## config.mk

```make
export PLATFORM = sky130hd
export DESIGN_NAME = instrument_status_reporting
export DESIGN_NICKNAME = d
export VERILOG_FILES = /design/src/rtl/status_pkg.sv /design/src/rtl/instrument_status_reporting.sv
export SDC_FILE = /design/constraint.sdc
export NUM_CORES = 1
export LEC_CHECK = 0
export ABC_CLOCK_PERIOD_IN_PS = 4000
export BUFFER_PORTS_ARGS = -buffer_cell sky130_fd_sc_hd__buf_2
export CORE_MARGIN = 10
export CORE_UTILIZATION = 35
export CTS_BUF_LIST = sky130_fd_sc_hd__clkbuf_8
export CTS_CLUSTER_DIAMETER = 120
export CTS_CLUSTER_SIZE = 14
export DETAILED_ROUTE_END_ITERATION = 10
export PLACE_DENSITY = 0.58
export SYNTH_ARGS = -nofsm -noshare
export SYNTH_HDL_FRONTEND = slang
export SYNTH_SLANG_ARGS = --single-unit
export TNS_END_PERCENT = 50
```

## constraint.sdc

```tcl
create_clock -name clk_in -period 4 [get_ports clk_in]
set_clock_uncertainty 0.15 [all_clocks]
set_input_delay 0 -clock clk_in [delete_from_list [all_inputs] [get_ports clk_in]]
set_output_delay 0 -clock clk_in [all_outputs]
set_load 0.005 [all_outputs]
```

## src/rtl/status_pkg.sv

```systemverilog
package status_pkg;

	// ------------------------------------------------------------
	// Widths, bit positions and preset values
	// ------------------------------------------------------------
	localparam int          REG_W           = 16;
	localparam int          STD_W           = 8;
	localparam int          QUEUE_DEPTH     = 16;
	localparam int          QUEUE_AW        = 4;
	localparam int          STB_OPERATION_SUMMARY        = 7;
	localparam int          STB_SRQ         = 6;
	localparam int          STB_STD         = 5;
	localparam int          STB_MAV         = 4;
	localparam int          STB_QUESTIONABLE_SUMMARY        = 3;
	localparam int          QUESTIONABLE_SUMMARY_OV         = 0;
	localparam logic [15:0] OPERATION_SUMMARY_RISE_PRESET = 16'h001F;
	localparam logic [15:0] QUESTIONABLE_SUMMARY_RISE_PRESET = 16'h0E3F;
	localparam logic [15:0] CLEAR_WORD       = 16'h0000;
	localparam logic [7:0]  STD_DEFINED      = 8'hBD;
	localparam logic [7:0]  CLEAR_BYTE       = 8'h00;
	localparam logic [15:0] OVP_LEVEL_RESET  = 16'hFFFF;
	localparam logic [4:0]  QUEUE_EMPTY      = 5'h00;
	localparam logic [4:0]  QUEUE_FULL       = 5'h10;

	// ------------------------------------------------------------
	// Command codes
	// ------------------------------------------------------------
	typedef enum logic [4:0] {
		RD_OPERATION_SUMMARY_COND, RD_OPERATION_SUMMARY_EVENT, WR_OPERATION_SUMMARY_ENABLE, RD_OPERATION_SUMMARY_ENABLE,
		WR_OPERATION_SUMMARY_FALL, RD_OPERATION_SUMMARY_FALL, WR_OPERATION_SUMMARY_RISE, RD_OPERATION_SUMMARY_RISE,
		RD_QUESTIONABLE_SUMMARY_COND, RD_QUESTIONABLE_SUMMARY_EVENT, WR_QUESTIONABLE_SUMMARY_ENABLE, RD_QUESTIONABLE_SUMMARY_ENABLE,
		WR_QUESTIONABLE_SUMMARY_FALL, RD_QUESTIONABLE_SUMMARY_FALL, WR_QUESTIONABLE_SUMMARY_RISE, RD_QUESTIONABLE_SUMMARY_RISE,
		RD_STD_EVENT, WR_STD_ENABLE, RD_STD_ENABLE, WR_SRQ_ENABLE,
		RD_SRQ_ENABLE, RD_STATUS_BYTE, STATUS_PRESET, CLEAR_STATUS,
		COUPLED_PROTECTION_FLAG_CLEAR, WR_OVP_LEVEL, RD_QUEUE
	} cmd_e;

	// ------------------------------------------------------------
	// Carriers
	// ------------------------------------------------------------
	typedef struct packed {
		logic        valid;
		cmd_e        code;
		logic [15:0] data;
	} cmd_s;

	typedef struct packed {
		logic        valid;
		logic [15:0] data;
	} resp_s;

	typedef struct packed {
		logic transient_awaiting_trigger;
		logic measure_awaiting_trigger;
		logic output_off;
		logic constant_current_flag;
		logic constant_voltage_flag;
	} operation_summary_cond_s;

	typedef struct packed {
		logic coupled_protection_flag;
		logic unregulated_flag;
		logic inhibited_flag;
		logic negative_power_limit_flag;
		logic overtemperature_flag;
		logic positive_power_limit_flag;
		logic power_fail_flag;
		logic overcurrent_flag;
	} questionable_summary_cond_s;

endpackage

```

## src/rtl/instrument_status_reporting.sv

```systemverilog
`timescale 1ns/100ps
// Function
// - Operation, questionable and standard event groups exist
// - Status bit 7 ORs enabled operation events
// - Status bit 3 ORs enabled questionable events
// - Standard events latch; read clears all bits except events arriving in the same cycle
// - Standard enable gates events into summary bit
// - Master summary is live OR of enabled bits
// - Status query returns master summary, clears nothing
// - Service request latches flag, drives request line
// - Serial poll returns flag, clears only it
// - Output queue sets message available when nonempty
// - Preset sets rising filters, clears others
// - Preset values 31 and 3647, rest zero
// - Operation events latch filtered edges, read clears
// - Operation bits 4 and 3 await triggers
// - Operation bits 2,1,0 off, current, voltage
// - Overvoltage trips output; clear only once gone
// - Rising/falling filter bits choose latched edges
// - Questionable bit map fixed, others undefined
// - Questionable event read returns then clears
// - Clear status empties events and request flag; MAV bit kept
module instrument_status_reporting (
	input  wire logic                   clk_in,
	input  wire logic                   reset_n_in,
	input  wire status_pkg::cmd_s       cmd_in,
	output status_pkg::resp_s           resp_out,
	input  wire status_pkg::operation_summary_cond_s operation_summary_cond_in,
	input  wire status_pkg::questionable_summary_cond_s questionable_summary_cond_in,
	input  wire logic [15:0]            output_voltage_in,
	input  wire logic [7:0]             std_event_in,
	input  wire logic                   queue_push_in,
	input  wire logic [7:0]             queue_data_in,
	output logic                        queue_ready_out,
	input  wire logic                   serial_poll_in,
	output logic [7:0]                  poll_byte_out,
	output logic                        service_request_out,
	output logic                        output_disable_out,
	output logic [7:0]                  status_byte_out
);

	// ------------------------------------------------------------
	// Helpers
	// ------------------------------------------------------------
	function automatic logic [15:0] edge_events(
		input logic [15:0] cond,
		input logic [15:0] prev,
		input logic [15:0] rise,
		input logic [15:0] fall
	);
		edge_events = (cond & ~prev & rise) | (~cond & prev & fall);
	endfunction

	function automatic logic is_cmd(input status_pkg::cmd_s c, input status_pkg::cmd_e k);
		is_cmd = c.valid && (c.code == k);
	endfunction

	// ------------------------------------------------------------
	// Registers
	// ------------------------------------------------------------
	logic [15:0] operation_condition;
	logic [15:0] operation_event_latch;
	logic [15:0] operation_event_mask;
	logic [15:0] operation_fall_filter;
	logic [15:0] operation_rise_filter;
	logic [15:0] operation_summary_prev;
	logic [15:0] questionable_summary_condition;
	logic [15:0] questionable_summary_event_latch;
	logic [15:0] questionable_summary_event_mask;
	logic [15:0] questionable_summary_fall_filter;
	logic [15:0] questionable_summary_rise_filter;
	logic [15:0] questionable_summary_prev;
	logic [7:0]  std_event_latch;
	logic [7:0]  std_event_mask;
	logic [7:0]  srq_enable;
	logic [15:0] ovp_level;
	logic        overvoltage_protection;
	logic        request_service_latched;
	logic        mss_prev;
	logic [7:0]  queue_mem [status_pkg::QUEUE_DEPTH];
	logic [3:0]  queue_head;
	logic [3:0]  queue_tail;
	logic [4:0]  queue_count;
	logic [7:0]  summary_status_byte;
	logic        operation_summary;
	logic        questionable_summary;
	logic        std_summary;
	logic        message_available;
	logic        master_summary;
	logic        over_level;
	logic        do_pop;
	logic        do_push;
	logic        cls;
	logic        preset;
	logic [15:0] operation_summary_new;
	logic [15:0] questionable_summary_new;

	// ------------------------------------------------------------
	// Condition assembly
	// ------------------------------------------------------------
	assign over_level = output_voltage_in > ovp_level;
	always_comb
	begin
		operation_condition = {11'h000, operation_summary_cond_in};
		questionable_summary_condition = {4'h0, questionable_summary_cond_in.coupled_protection_flag, questionable_summary_cond_in.unregulated_flag,
			questionable_summary_cond_in.inhibited_flag, 3'h0, questionable_summary_cond_in.negative_power_limit_flag,
			questionable_summary_cond_in.overtemperature_flag, questionable_summary_cond_in.positive_power_limit_flag,
			questionable_summary_cond_in.power_fail_flag, questionable_summary_cond_in.overcurrent_flag,
			overvoltage_protection};
	end

	assign cls    = is_cmd(cmd_in, status_pkg::CLEAR_STATUS);
	assign preset = is_cmd(cmd_in, status_pkg::STATUS_PRESET);
	assign operation_summary_new = edge_events(operation_condition, operation_summary_prev,
		operation_rise_filter, operation_fall_filter);
	assign questionable_summary_new = edge_events(questionable_summary_condition, questionable_summary_prev, questionable_summary_rise_filter, questionable_summary_fall_filter);

	// ------------------------------------------------------------
	// Overvoltage protection
	// ------------------------------------------------------------
	// Clear ignored while still over level, so a trip cannot be lost
	always_ff @(posedge clk_in or negedge reset_n_in)
		if (!reset_n_in)
			overvoltage_protection <= 1'b0;
		else if (over_level)
			overvoltage_protection <= 1'b1;
		else if (is_cmd(cmd_in, status_pkg::COUPLED_PROTECTION_FLAG_CLEAR))
			overvoltage_protection <= 1'b0;

	assign output_disable_out = overvoltage_protection;

	always_ff @(posedge clk_in or negedge reset_n_in)
		if (!reset_n_in)
			ovp_level <= status_pkg::OVP_LEVEL_RESET;
		else if (is_cmd(cmd_in, status_pkg::WR_OVP_LEVEL))
			ovp_level <= cmd_in.data;

	// ------------------------------------------------------------
	// Transition tracking and event latches
	// ------------------------------------------------------------
	always_ff @(posedge clk_in or negedge reset_n_in)
		if (!reset_n_in)
		begin
			operation_summary_prev <= status_pkg::CLEAR_WORD;
			questionable_summary_prev <= status_pkg::CLEAR_WORD;
		end
		else
		begin
			operation_summary_prev <= operation_condition;
			questionable_summary_prev <= questionable_summary_condition;
		end

	// New edges win over a read or clear in the same cycle
	always_ff @(posedge clk_in or negedge reset_n_in)
		if (!reset_n_in)
		begin
			operation_event_latch <= status_pkg::CLEAR_WORD;
			questionable_summary_event_latch <= status_pkg::CLEAR_WORD;
			std_event_latch <= status_pkg::CLEAR_BYTE;
		end
		else
		begin
			if (cls || is_cmd(cmd_in, status_pkg::RD_OPERATION_SUMMARY_EVENT))
				operation_event_latch <= operation_summary_new;
			else
				operation_event_latch <= operation_event_latch | operation_summary_new;
			if (cls || is_cmd(cmd_in, status_pkg::RD_QUESTIONABLE_SUMMARY_EVENT))
				questionable_summary_event_latch <= questionable_summary_new;
			else
				questionable_summary_event_latch <= questionable_summary_event_latch | questionable_summary_new;
			if (cls || is_cmd(cmd_in, status_pkg::RD_STD_EVENT))
				std_event_latch <= std_event_in & status_pkg::STD_DEFINED;
			else
				std_event_latch <= std_event_latch | (std_event_in & status_pkg::STD_DEFINED);
		end

	// ------------------------------------------------------------
	// Enable and filter registers
	// ------------------------------------------------------------
	always_ff @(posedge clk_in or negedge reset_n_in)
		if (!reset_n_in)
		begin
			operation_event_mask <= status_pkg::CLEAR_WORD;
			operation_fall_filter <= status_pkg::CLEAR_WORD;
			operation_rise_filter <= status_pkg::OPERATION_SUMMARY_RISE_PRESET;
			questionable_summary_event_mask <= status_pkg::CLEAR_WORD;
			questionable_summary_fall_filter <= status_pkg::CLEAR_WORD;
			questionable_summary_rise_filter <= status_pkg::QUESTIONABLE_SUMMARY_RISE_PRESET;
		end
		else if (preset)
		begin
			operation_event_mask <= status_pkg::CLEAR_WORD;
			operation_fall_filter <= status_pkg::CLEAR_WORD;
			operation_rise_filter <= status_pkg::OPERATION_SUMMARY_RISE_PRESET;
			questionable_summary_event_mask <= status_pkg::CLEAR_WORD;
			questionable_summary_fall_filter <= status_pkg::CLEAR_WORD;
			questionable_summary_rise_filter <= status_pkg::QUESTIONABLE_SUMMARY_RISE_PRESET;
		end
		else if (cmd_in.valid)
		begin
			unique case (cmd_in.code)
				status_pkg::WR_OPERATION_SUMMARY_ENABLE: operation_event_mask <= cmd_in.data;
				status_pkg::WR_OPERATION_SUMMARY_FALL: operation_fall_filter <= cmd_in.data;
				status_pkg::WR_OPERATION_SUMMARY_RISE: operation_rise_filter <= cmd_in.data;
				status_pkg::WR_QUESTIONABLE_SUMMARY_ENABLE: questionable_summary_event_mask <= cmd_in.data;
				status_pkg::WR_QUESTIONABLE_SUMMARY_FALL: questionable_summary_fall_filter <= cmd_in.data;
				status_pkg::WR_QUESTIONABLE_SUMMARY_RISE: questionable_summary_rise_filter <= cmd_in.data;
				default: ;
			endcase
		end

	always_ff @(posedge clk_in or negedge reset_n_in)
		if (!reset_n_in)
		begin
			std_event_mask <= status_pkg::CLEAR_BYTE;
			srq_enable <= status_pkg::CLEAR_BYTE;
		end
		else
		begin
			if (is_cmd(cmd_in, status_pkg::WR_STD_ENABLE))
				std_event_mask <= cmd_in.data[7:0];
			if (is_cmd(cmd_in, status_pkg::WR_SRQ_ENABLE))
				srq_enable <= cmd_in.data[7:0];
		end

	// ------------------------------------------------------------
	// Output queue
	// ------------------------------------------------------------
	assign queue_ready_out = queue_count != status_pkg::QUEUE_FULL;
	assign do_push = queue_push_in && queue_ready_out;
	assign do_pop = is_cmd(cmd_in, status_pkg::RD_QUEUE) && (queue_count != status_pkg::QUEUE_EMPTY);

	always_ff @(posedge clk_in)
		if (do_push)
			queue_mem[queue_tail] <= queue_data_in;

	always_ff @(posedge clk_in or negedge reset_n_in)
		if (!reset_n_in)
		begin
			queue_head <= 4'h0;
			queue_tail <= 4'h0;
			queue_count <= status_pkg::QUEUE_EMPTY;
		end
		else
		begin
			if (do_push)
				queue_tail <= queue_tail + 4'h1;
			if (do_pop)
				queue_head <= queue_head + 4'h1;
			if (do_push && !do_pop)
				queue_count <= queue_count + 5'h01;
			else if (do_pop && !do_push)
				queue_count <= queue_count - 5'h01;
		end

	// ------------------------------------------------------------
	// Status byte and service request
	// ------------------------------------------------------------
	// Summaries are combinational so they follow every change at once
	always_comb
	begin
		operation_summary = |(operation_event_latch & operation_event_mask);
		questionable_summary = |(questionable_summary_event_latch & questionable_summary_event_mask);
		std_summary = |(std_event_latch & std_event_mask);
		message_available = queue_count != status_pkg::QUEUE_EMPTY;
		summary_status_byte = status_pkg::CLEAR_BYTE;
		summary_status_byte[status_pkg::STB_OPERATION_SUMMARY] = operation_summary;
		summary_status_byte[status_pkg::STB_QUESTIONABLE_SUMMARY] = questionable_summary;
		summary_status_byte[status_pkg::STB_STD] = std_summary;
		summary_status_byte[status_pkg::STB_MAV] = message_available;
		summary_status_byte[status_pkg::STB_SRQ] = request_service_latched;
		master_summary = |(summary_status_byte & srq_enable &
			~(8'h01 << status_pkg::STB_SRQ));
	end

	// Request only on a new reason for service; the poll clears it
	always_ff @(posedge clk_in or negedge reset_n_in)
		if (!reset_n_in)
		begin
			request_service_latched <= 1'b0;
			mss_prev <= 1'b0;
		end
		else
		begin
			mss_prev <= master_summary;
			if (master_summary && !mss_prev)
				request_service_latched <= 1'b1;
			else if (serial_poll_in || cls)
				request_service_latched <= 1'b0;
		end

	assign service_request_out = request_service_latched;
	assign status_byte_out = summary_status_byte;

	always_ff @(posedge clk_in or negedge reset_n_in)
		if (!reset_n_in)
			poll_byte_out <= status_pkg::CLEAR_BYTE;
		else if (serial_poll_in)
			poll_byte_out <= summary_status_byte;

	// ------------------------------------------------------------
	// Query responses
	// ------------------------------------------------------------
	always_ff @(posedge clk_in or negedge reset_n_in)
		if (!reset_n_in)
			resp_out <= '0;
		else
		begin
			resp_out.valid <= cmd_in.valid;
			unique case (cmd_in.code)
				status_pkg::RD_OPERATION_SUMMARY_COND: resp_out.data <= operation_condition;
				status_pkg::RD_OPERATION_SUMMARY_EVENT: resp_out.data <= operation_event_latch;
				status_pkg::RD_OPERATION_SUMMARY_ENABLE: resp_out.data <= operation_event_mask;
				status_pkg::RD_OPERATION_SUMMARY_FALL: resp_out.data <= operation_fall_filter;
				status_pkg::RD_OPERATION_SUMMARY_RISE: resp_out.data <= operation_rise_filter;
				status_pkg::RD_QUESTIONABLE_SUMMARY_COND: resp_out.data <= questionable_summary_condition;
				status_pkg::RD_QUESTIONABLE_SUMMARY_EVENT: resp_out.data <= questionable_summary_event_latch;
				status_pkg::RD_QUESTIONABLE_SUMMARY_ENABLE: resp_out.data <= questionable_summary_event_mask;
				status_pkg::RD_QUESTIONABLE_SUMMARY_FALL: resp_out.data <= questionable_summary_fall_filter;
				status_pkg::RD_QUESTIONABLE_SUMMARY_RISE: resp_out.data <= questionable_summary_rise_filter;
				status_pkg::RD_STD_EVENT: resp_out.data <= {8'h00, std_event_latch};
				status_pkg::RD_STD_ENABLE: resp_out.data <= {8'h00, std_event_mask};
				status_pkg::RD_SRQ_ENABLE: resp_out.data <= {8'h00, srq_enable};
				status_pkg::RD_STATUS_BYTE: resp_out.data <= {8'h00, summary_status_byte[7],
					master_summary, summary_status_byte[5:0]};
				status_pkg::RD_QUEUE: resp_out.data <= {8'h00, queue_mem[queue_head] &
					{8{message_available}}};
				default: resp_out.data <= status_pkg::CLEAR_WORD;
			endcase
		end

	// ------------------------------------------------------------
	// Checks
	// ------------------------------------------------------------
	a_operation_summary_summary: assert property (@(posedge clk_in) disable iff (!reset_n_in)
		(|(operation_event_latch & operation_event_mask)) == status_byte_out[7])
		else $error("operation summary wrong");
	a_questionable_summary_summary: assert property (@(posedge clk_in) disable iff (!reset_n_in)
		$rose(questionable_summary_condition[0]) && questionable_summary_rise_filter[0] && questionable_summary_event_mask[0] |=> status_byte_out[3])
		else $error("questionable summary missed");
	a_mav_flag: assert property (@(posedge clk_in) disable iff (!reset_n_in)
		do_push && queue_count == status_pkg::QUEUE_EMPTY |=> status_byte_out[4])
		else $error("message available not set");
	a_poll_clears: assert property (@(posedge clk_in) disable iff (!reset_n_in)
		serial_poll_in && !(master_summary && !mss_prev) |=> !service_request_out
		&& poll_byte_out[6] == $past(service_request_out))
		else $error("serial poll flag wrong");
	a_stb_query: assert property (@(posedge clk_in) disable iff (!reset_n_in)
		is_cmd(cmd_in, status_pkg::RD_STATUS_BYTE) && !serial_poll_in |=>
		resp_out.data[6] == $past(master_summary) && $stable(service_request_out))
		else $error("status query wrong");
	a_preset_values: assert property (@(posedge clk_in) disable iff (!reset_n_in)
		preset |=> operation_rise_filter == 16'h001F && questionable_summary_rise_filter == 16'h0E3F
		&& operation_event_mask == 16'h0000 && questionable_summary_fall_filter == 16'h0000)
		else $error("preset values wrong");
	a_event_read: assert property (@(posedge clk_in) disable iff (!reset_n_in)
		is_cmd(cmd_in, status_pkg::RD_OPERATION_SUMMARY_EVENT) && operation_summary_new == 16'h0000 |=>
		resp_out.data == $past(operation_event_latch) && operation_event_latch == 16'h0000)
		else $error("event read did not clear");
	a_rise_latch: assert property (@(posedge clk_in) disable iff (!reset_n_in)
		$rose(operation_condition[1]) && operation_rise_filter[1] |=> operation_event_latch[1])
		else $error("rising edge not latched");
	a_ovp_trip: assert property (@(posedge clk_in) disable iff (!reset_n_in)
		over_level |=> output_disable_out ##0 questionable_summary_condition[0])
		else $error("overvoltage not tripped");
	a_clear_status: assert property (@(posedge clk_in) disable iff (!reset_n_in)
		cls && std_event_in == 8'h00 |=> std_event_latch == 8'h00 && !service_request_out)
		else $error("clear status incomplete");

endmodule

```

; ---- Word-level counts from Yosys, hierarchy flattened
; Memory sizes are Yosys's and may differ from the RTL's.
; Cells that the tools add are included.
[totals]
reg_bits = 220
mem_bits_rw = 128
in_bits = 71
out_inout_bits = 36
elab_cells = 152
mem_count = 1
[op_classes]
addsub = 4
order_cmp = 1
eq_ne = 27
mux = 30
bitwise_logic = 22
n_reduce_logical = 44
[memory_table]
columns = memory, depth, width, read_ports, rd_ports_with_merged_regs, write_ports, line
row1 = queue_mem, 16, 8, 1, 0, 1, instrument_status_reporting.sv:80  ; logic [7:0] queue_mem [status_pkg::QUEUE_DEPTH];
[ops]
columns = cell, n
row1 = 16-bit 2-to-1 mux, 20
row2 = 16-bit case mux with 15 select lines, 1
row3 = 16-bit bitwise AND, 6
row4 = 16-bit bitwise OR, 4
row5 = "5-bit equality test, second input constant", 11
row6 = "5-bit by 4-bit equality test with 1-bit output, second input constant", 8
row7 = 12-bit inverter with 16-bit output, 2
row8 = 5-bit inverter with 16-bit output, 2
row9 = 16-bit OR reduction, 2
row10 = 8-bit bitwise AND, 3
row11 = "5-bit by 3-bit equality test with 1-bit output, second input constant", 4
row12 = 2-bit nonzero test, 10
row13 = 12-bit by 16-bit bitwise AND with 16-bit output, 1
row14 = 16-bit by 12-bit bitwise AND with 16-bit output, 1
row15 = 16-bit by 5-bit bitwise AND with 16-bit output, 1
row16 = 5-bit by 16-bit bitwise AND with 16-bit output, 1
row17 = 16-bit > comparator, 1
row18 = 1-bit logical AND, 15
row19 = 2-bit AND reduction, 6
row20 = "5-bit by 2-bit equality test with 1-bit output, second input constant", 2
row21 = 5-bit 2-to-1 mux, 2
row22 = "4-bit by 1-bit adder with 4-bit output, second input constant", 2
row23 = 8-bit 2-to-1 mux, 1
row24 = 8-bit bitwise OR, 1
row25 = other kinds (11), 21

; ---- Logic depth before layout (Yosys ltp)
[depth]
word_depth = 6
depth_mapped = 13
mapped_depth_nobuf = 11

; ---- Worst setup path before layout
; OpenSTA, ideal clock, no wires.
[synth_timing]
path_type = register to register
start = register queue_count[0]
end = register queue_count[4]
setup_ns = 0.125
t_arrival_ns = 2.539
required_ns = 3.725
path_slack_ns = 1.185
path_stages_with_launch = 13
path_buffers = 1
synth_period_minus_slack_ns = 2.815
cell_sequence = dfrtp_1 > nor4_1 > nand2b_1 > clkbuf_1 > nand4_1 > ha_1 > inv_1 > fa_1 > a21o_1 > a21oi_1 > xnor2_1 > nor2_1 > xor2_1
[synth_between]
elab_chain_len = 5
word_cells_on_any_way = 13
cone_classes = add/sub: 2 / eq/ne: 1 / mux: 2 / reduce/logical: 8
[synth_rtl]
columns = item, line
row1 = from (decl), instrument_status_reporting.sv:83  ; logic [4:0] queue_count;
row2 = from (signal assigned), instrument_status_reporting.sv:242  ; queue_count <= status_pkg::QUEUE_EMPTY;
row3 = from (signal assigned), instrument_status_reporting.sv:251  ; queue_count <= queue_count + 5'h01;
row4 = from (signal assigned), instrument_status_reporting.sv:253  ; queue_count <= queue_count - 5'h01;
row5 = 5-bit nonzero test *, -
row6 = net message_available, instrument_status_reporting.sv:88  ; logic message_available;
row7 = 1-bit logical AND *, instrument_status_reporting.sv:231  ; assign do_pop = is_cmd(cmd_in, status_pkg::RD_QUEUE) && (queue_count != status_pkg::QUEUE_EMPTY);
row8 = 1-bit logical NOT, instrument_status_reporting.sv:250  ; if (do_push && !do_pop)
row9 = 1-bit logical AND, instrument_status_reporting.sv:250
row10 = 5-bit 2-to-1 mux / 2-bit nonzero test (equally long branches), -
; The timed path passes the listed nets; every way through them passes the cells marked *. The select of a mux whose other input is x is not followed.
; A chain may end at the register's enable or synchronous reset.

; ---- Worst setup path after layout
[layout_timing]
start = register queue_count[0]
end = register queue_count[4]
[layout_between]
elab_chain_len = 5
word_cells_on_any_way = 13
cone_classes = add/sub: 2 / eq/ne: 1 / mux: 2 / reduce/logical: 8
[layout_rtl]
columns = item
row1 = branches (longest 5 deep; another with 5-bit by 1-bit subtractor with 5-bit output)
; Several ways; the timed one is not identified. The select of a mux whose other input is x is not followed.

==> impl_results.md <==
- Tmin final: 3050 ps
- Slew headroom: 0.257
- Initial Util: 0.354
- IO Pins: 107
- Synth Register Bits: 328
- Post-CTS sizing: 0
- Chip Height: 220 µm
- Final Wtd Congestion: 0.850
- All-Layer GR Usage: 0.164
- Max VDD drop: 0.289 mV
- Via-per-instance ratio: 5.27
- Commonest non-fill, non-tap cell in the layout: nand2_1
- Yosys warnings: 0
- Proportion of layout cells with a drive suffix above 1: 0.186
- CP startpoint: queue_count[0]
- Setup CP Type: reg2reg
- CTS tree: done
- Post-route ant nets: 0
- Largest net degree at the start of global routing: 104
- Avg Inst Size Synth: 12.6 µm²
- CTS Buf Count: 28
- CP Launch Type: flop
- FMAX: 0.328 GHz
- Fin nets: 1387
- Status: complete, no violations
- Initial DRC count: 716
- Yosys cell types: 61
- Ys async rst share: 0.610
- Worst-path cell chain: nor4_1, nand2b_1, buf_4, nand4_1, ha_1, inv_1, fa_1, a21o_1, a21oi_1, xnor2_1, nor2_1, xor2_1
- Post-synth top area share: 0.302
- Row cnt: 73
- Die Footprint: 48600 µm²
- CTS H-tree lvls: 1
- Cell family with most CP delay: simple AND/OR/NAND/NOR gates
- Final WL: 39.7 mm
- Slowest stage delay, CP: 450 ps
- Clk_lat worst skew: 630 ps
- Reg2Reg Depth: 12
- Setup_tns: 0 ps
- # DRC: 0
- Hold path start: cmd_in[13]
- DR WL/cell: 21.6 µm
- RR Startpoint: queue_count[0]
- Number of synthesized flops with an enable pin: 128
- WHS Endpoint: operation_fall_filter[13]
- WHS Path Cells: 4
- Overall power: 8.11 mW
- Final hold vios: 0
- Clk buf depth: 3
- Most used DFF post-synth: dfrtp_1
- IO Port Bufs: 98
- Worst Path Max Fanout: 7
- Worst Tran Pin Value: 1110 ps
- Die Wd: 220 µm
- Core Region: 39700 µm²
- Total grt overflow: 0
- Largest cells by area after synthesis: dfrtp_1 (30%), edfxtp_1 (27%), dfstp_2 (5.6%)
- Hold slack final: 66.5 ps
- PD cells: 492 nW/µm²
- Vias in the first global route: 9830
- Seq/Total Area, Yosys: 0.632
- DR pass1 iterations: 5
- Post-CTS Setup Inserts: 0
- Synth area leader: dfrtp_1
- Min-Delay Path Class: in2reg
- Slew Limit Fails: 0
- Pleak: 6.63 nW
- Ant diodes: 0
- Hpwl dp: 26.5 mm
- Buf/Inv on CP: 2
- Area of the mapped netlist: 14100 µm²
- R2r setup slk: 950 ps
- Period utilization: 0.763
- P&R area growth vs syn: 17.1%
- Initial antenna violation count: 1
- Final setup violation count: 0
- Setup crit end kind: flop
- Worst-path clk slew: 110 ps
- Via count: 9688
- CTS root buffer: clkbuf_8
- First-pass GRT wire length: 61.0 mm
- R2r endpoint: queue_count[4]
- RSZ-0062 raised after global routing: no
- CP required: 4360 ps
- Commonest cells after routing, fill and taps aside: nand2_1 (191), dfrtp_1 (169), edfxtp_1 (128)
- Post-Syn Instances: 1121
- CP max-delay cell: dfrtp_1
- Crit path DAT: 3410 ps
- Number of max-cap violations: 0
- Sinks on the clock net: 328
## worst max-delay path by stage
stage,to,slack [ps],depth (start not counted)
finish,queue_count[4],950,12
global route,queue_count[4],730,12
CTS,queue_count[4],920,12
detailed placement,queue_count[4],930,12
global placement,queue_count[4],910,12
floorplan,queue_count[4],1190,12
## logic make-up (layout without fill, tap and decap cells)
group                    Yosys count  in the layout  share of synthesized area
buffers and inverters             96            282                     0.0326
XOR/XNOR                          13             13                    0.00809
flip-flops                       328            328                      0.632
multiplexers                      61             61                     0.0750
AND/OR/NAND/NOR                  343            343                      0.113
AO/OA/AOI/OAI                    253            253                      0.116
other                              1              6                   0.000267
adder cells (fa/ha/maj)           26             26                     0.0237
## repair_timing
action,in CTS,in global routing
hold buffers,85,0
hold endpoints to repair,457,0
setup endpoints to repair,0,0
## worst register-to-register path: stages (launching register included)
cell      delay (ps)
dfrtp_1          450
nor4_1           390
nand2b_1          90
buf_4            180
nand4_1          240
ha_1             240
inv_1            110
fa_1             420
a21o_1           190
a21oi_1          160
xnor2_1          130
nor2_1            60
xor2_1           140
## synthesized netlist by cell type (3+ instances only)
master / number
nand2_1: 191
dfrtp_1: 170
edfxtp_1: 128
o21ai_0: 99
a22oi_1: 52
clkbuf_1: 39
nor2_1: 36
dfstp_2: 30
mux4_2: 28
a21oi_1: 27
nand3_1: 26
ha_1: 25
inv_1: 22
mux2_2: 20
buf_2: 17
nand3b_1: 16
o211ai_1: 15
nand4_1: 14
buf_4: 12
a211oi_1: 11
nor2b_1: 11
a21o_1: 9
nand2b_1: 9
nor3_1: 9
a221oi_1: 8
a222oi_1: 8
a22o_1: 7
xnor2_1: 7
mux2i_1: 6
xor2_1: 6
and3_1: 5
or3_1: 5
a32oi_1: 4
mux4_1: 4
nor4_1: 4
a211o_1: 3
and2_1: 3
mux2_1: 3
## stage by stage
step                      area (µm²)  worst slack, ps  cells  utilization
after floorplan                14100             1190   1126            -
after global placement         15100              911   1700        0.380
after CTS                      16500              915   1837        0.415
after global routing           16500              731   1837        0.415
after detailed placement       15100              934   1700        0.380
final                          16500              948   1837        0.415
## power by group
| part | internal (mW) | switching [mW] |
|---|---|---|
| combinational | 0.846 | 0.917 |
| sequential | 4.11 | 0.411 |
| clock | 0.671 | 1.15 |
| total | 5.63 | 2.48 |
## state kept, by name (all words and copies together) (netlist names), 16 cells and up
register and flops:
operation_fall_filter 16, questionable_summary_fall_filter 16, ovp_level 16, questionable_summary_rise_filter 16, operation_event_mask 16, resp_out 17
operation_rise_filter 16, queue_mem 128, questionable_summary_event_mask 16
## layout make-up
| type | count | area, µm² |
|---|---|---|
| clock buffers | 28 | 385 |
| clock inverters | 24 | 115 |
| fillers | 3771 | 23300 |
| inverters | 22 | 82.6 |
| multi-input cells | 702 | 4780 |
| flip-flops and latches | 328 | 8890 |
| well taps | 525 | 657 |
| repair buffers | 208 | 1570 |
## metal layers
metal,global-route usage,share of wire,up-vias
li1,-,-,4454
met1,0.219,0.44,4905
met2,0.272,0.48,271
met3,0.0266,0.057,58
met4,0.0424,0.020,0
met5,0,0,-
No activity file was read; power rests on OpenSTA's default activity.
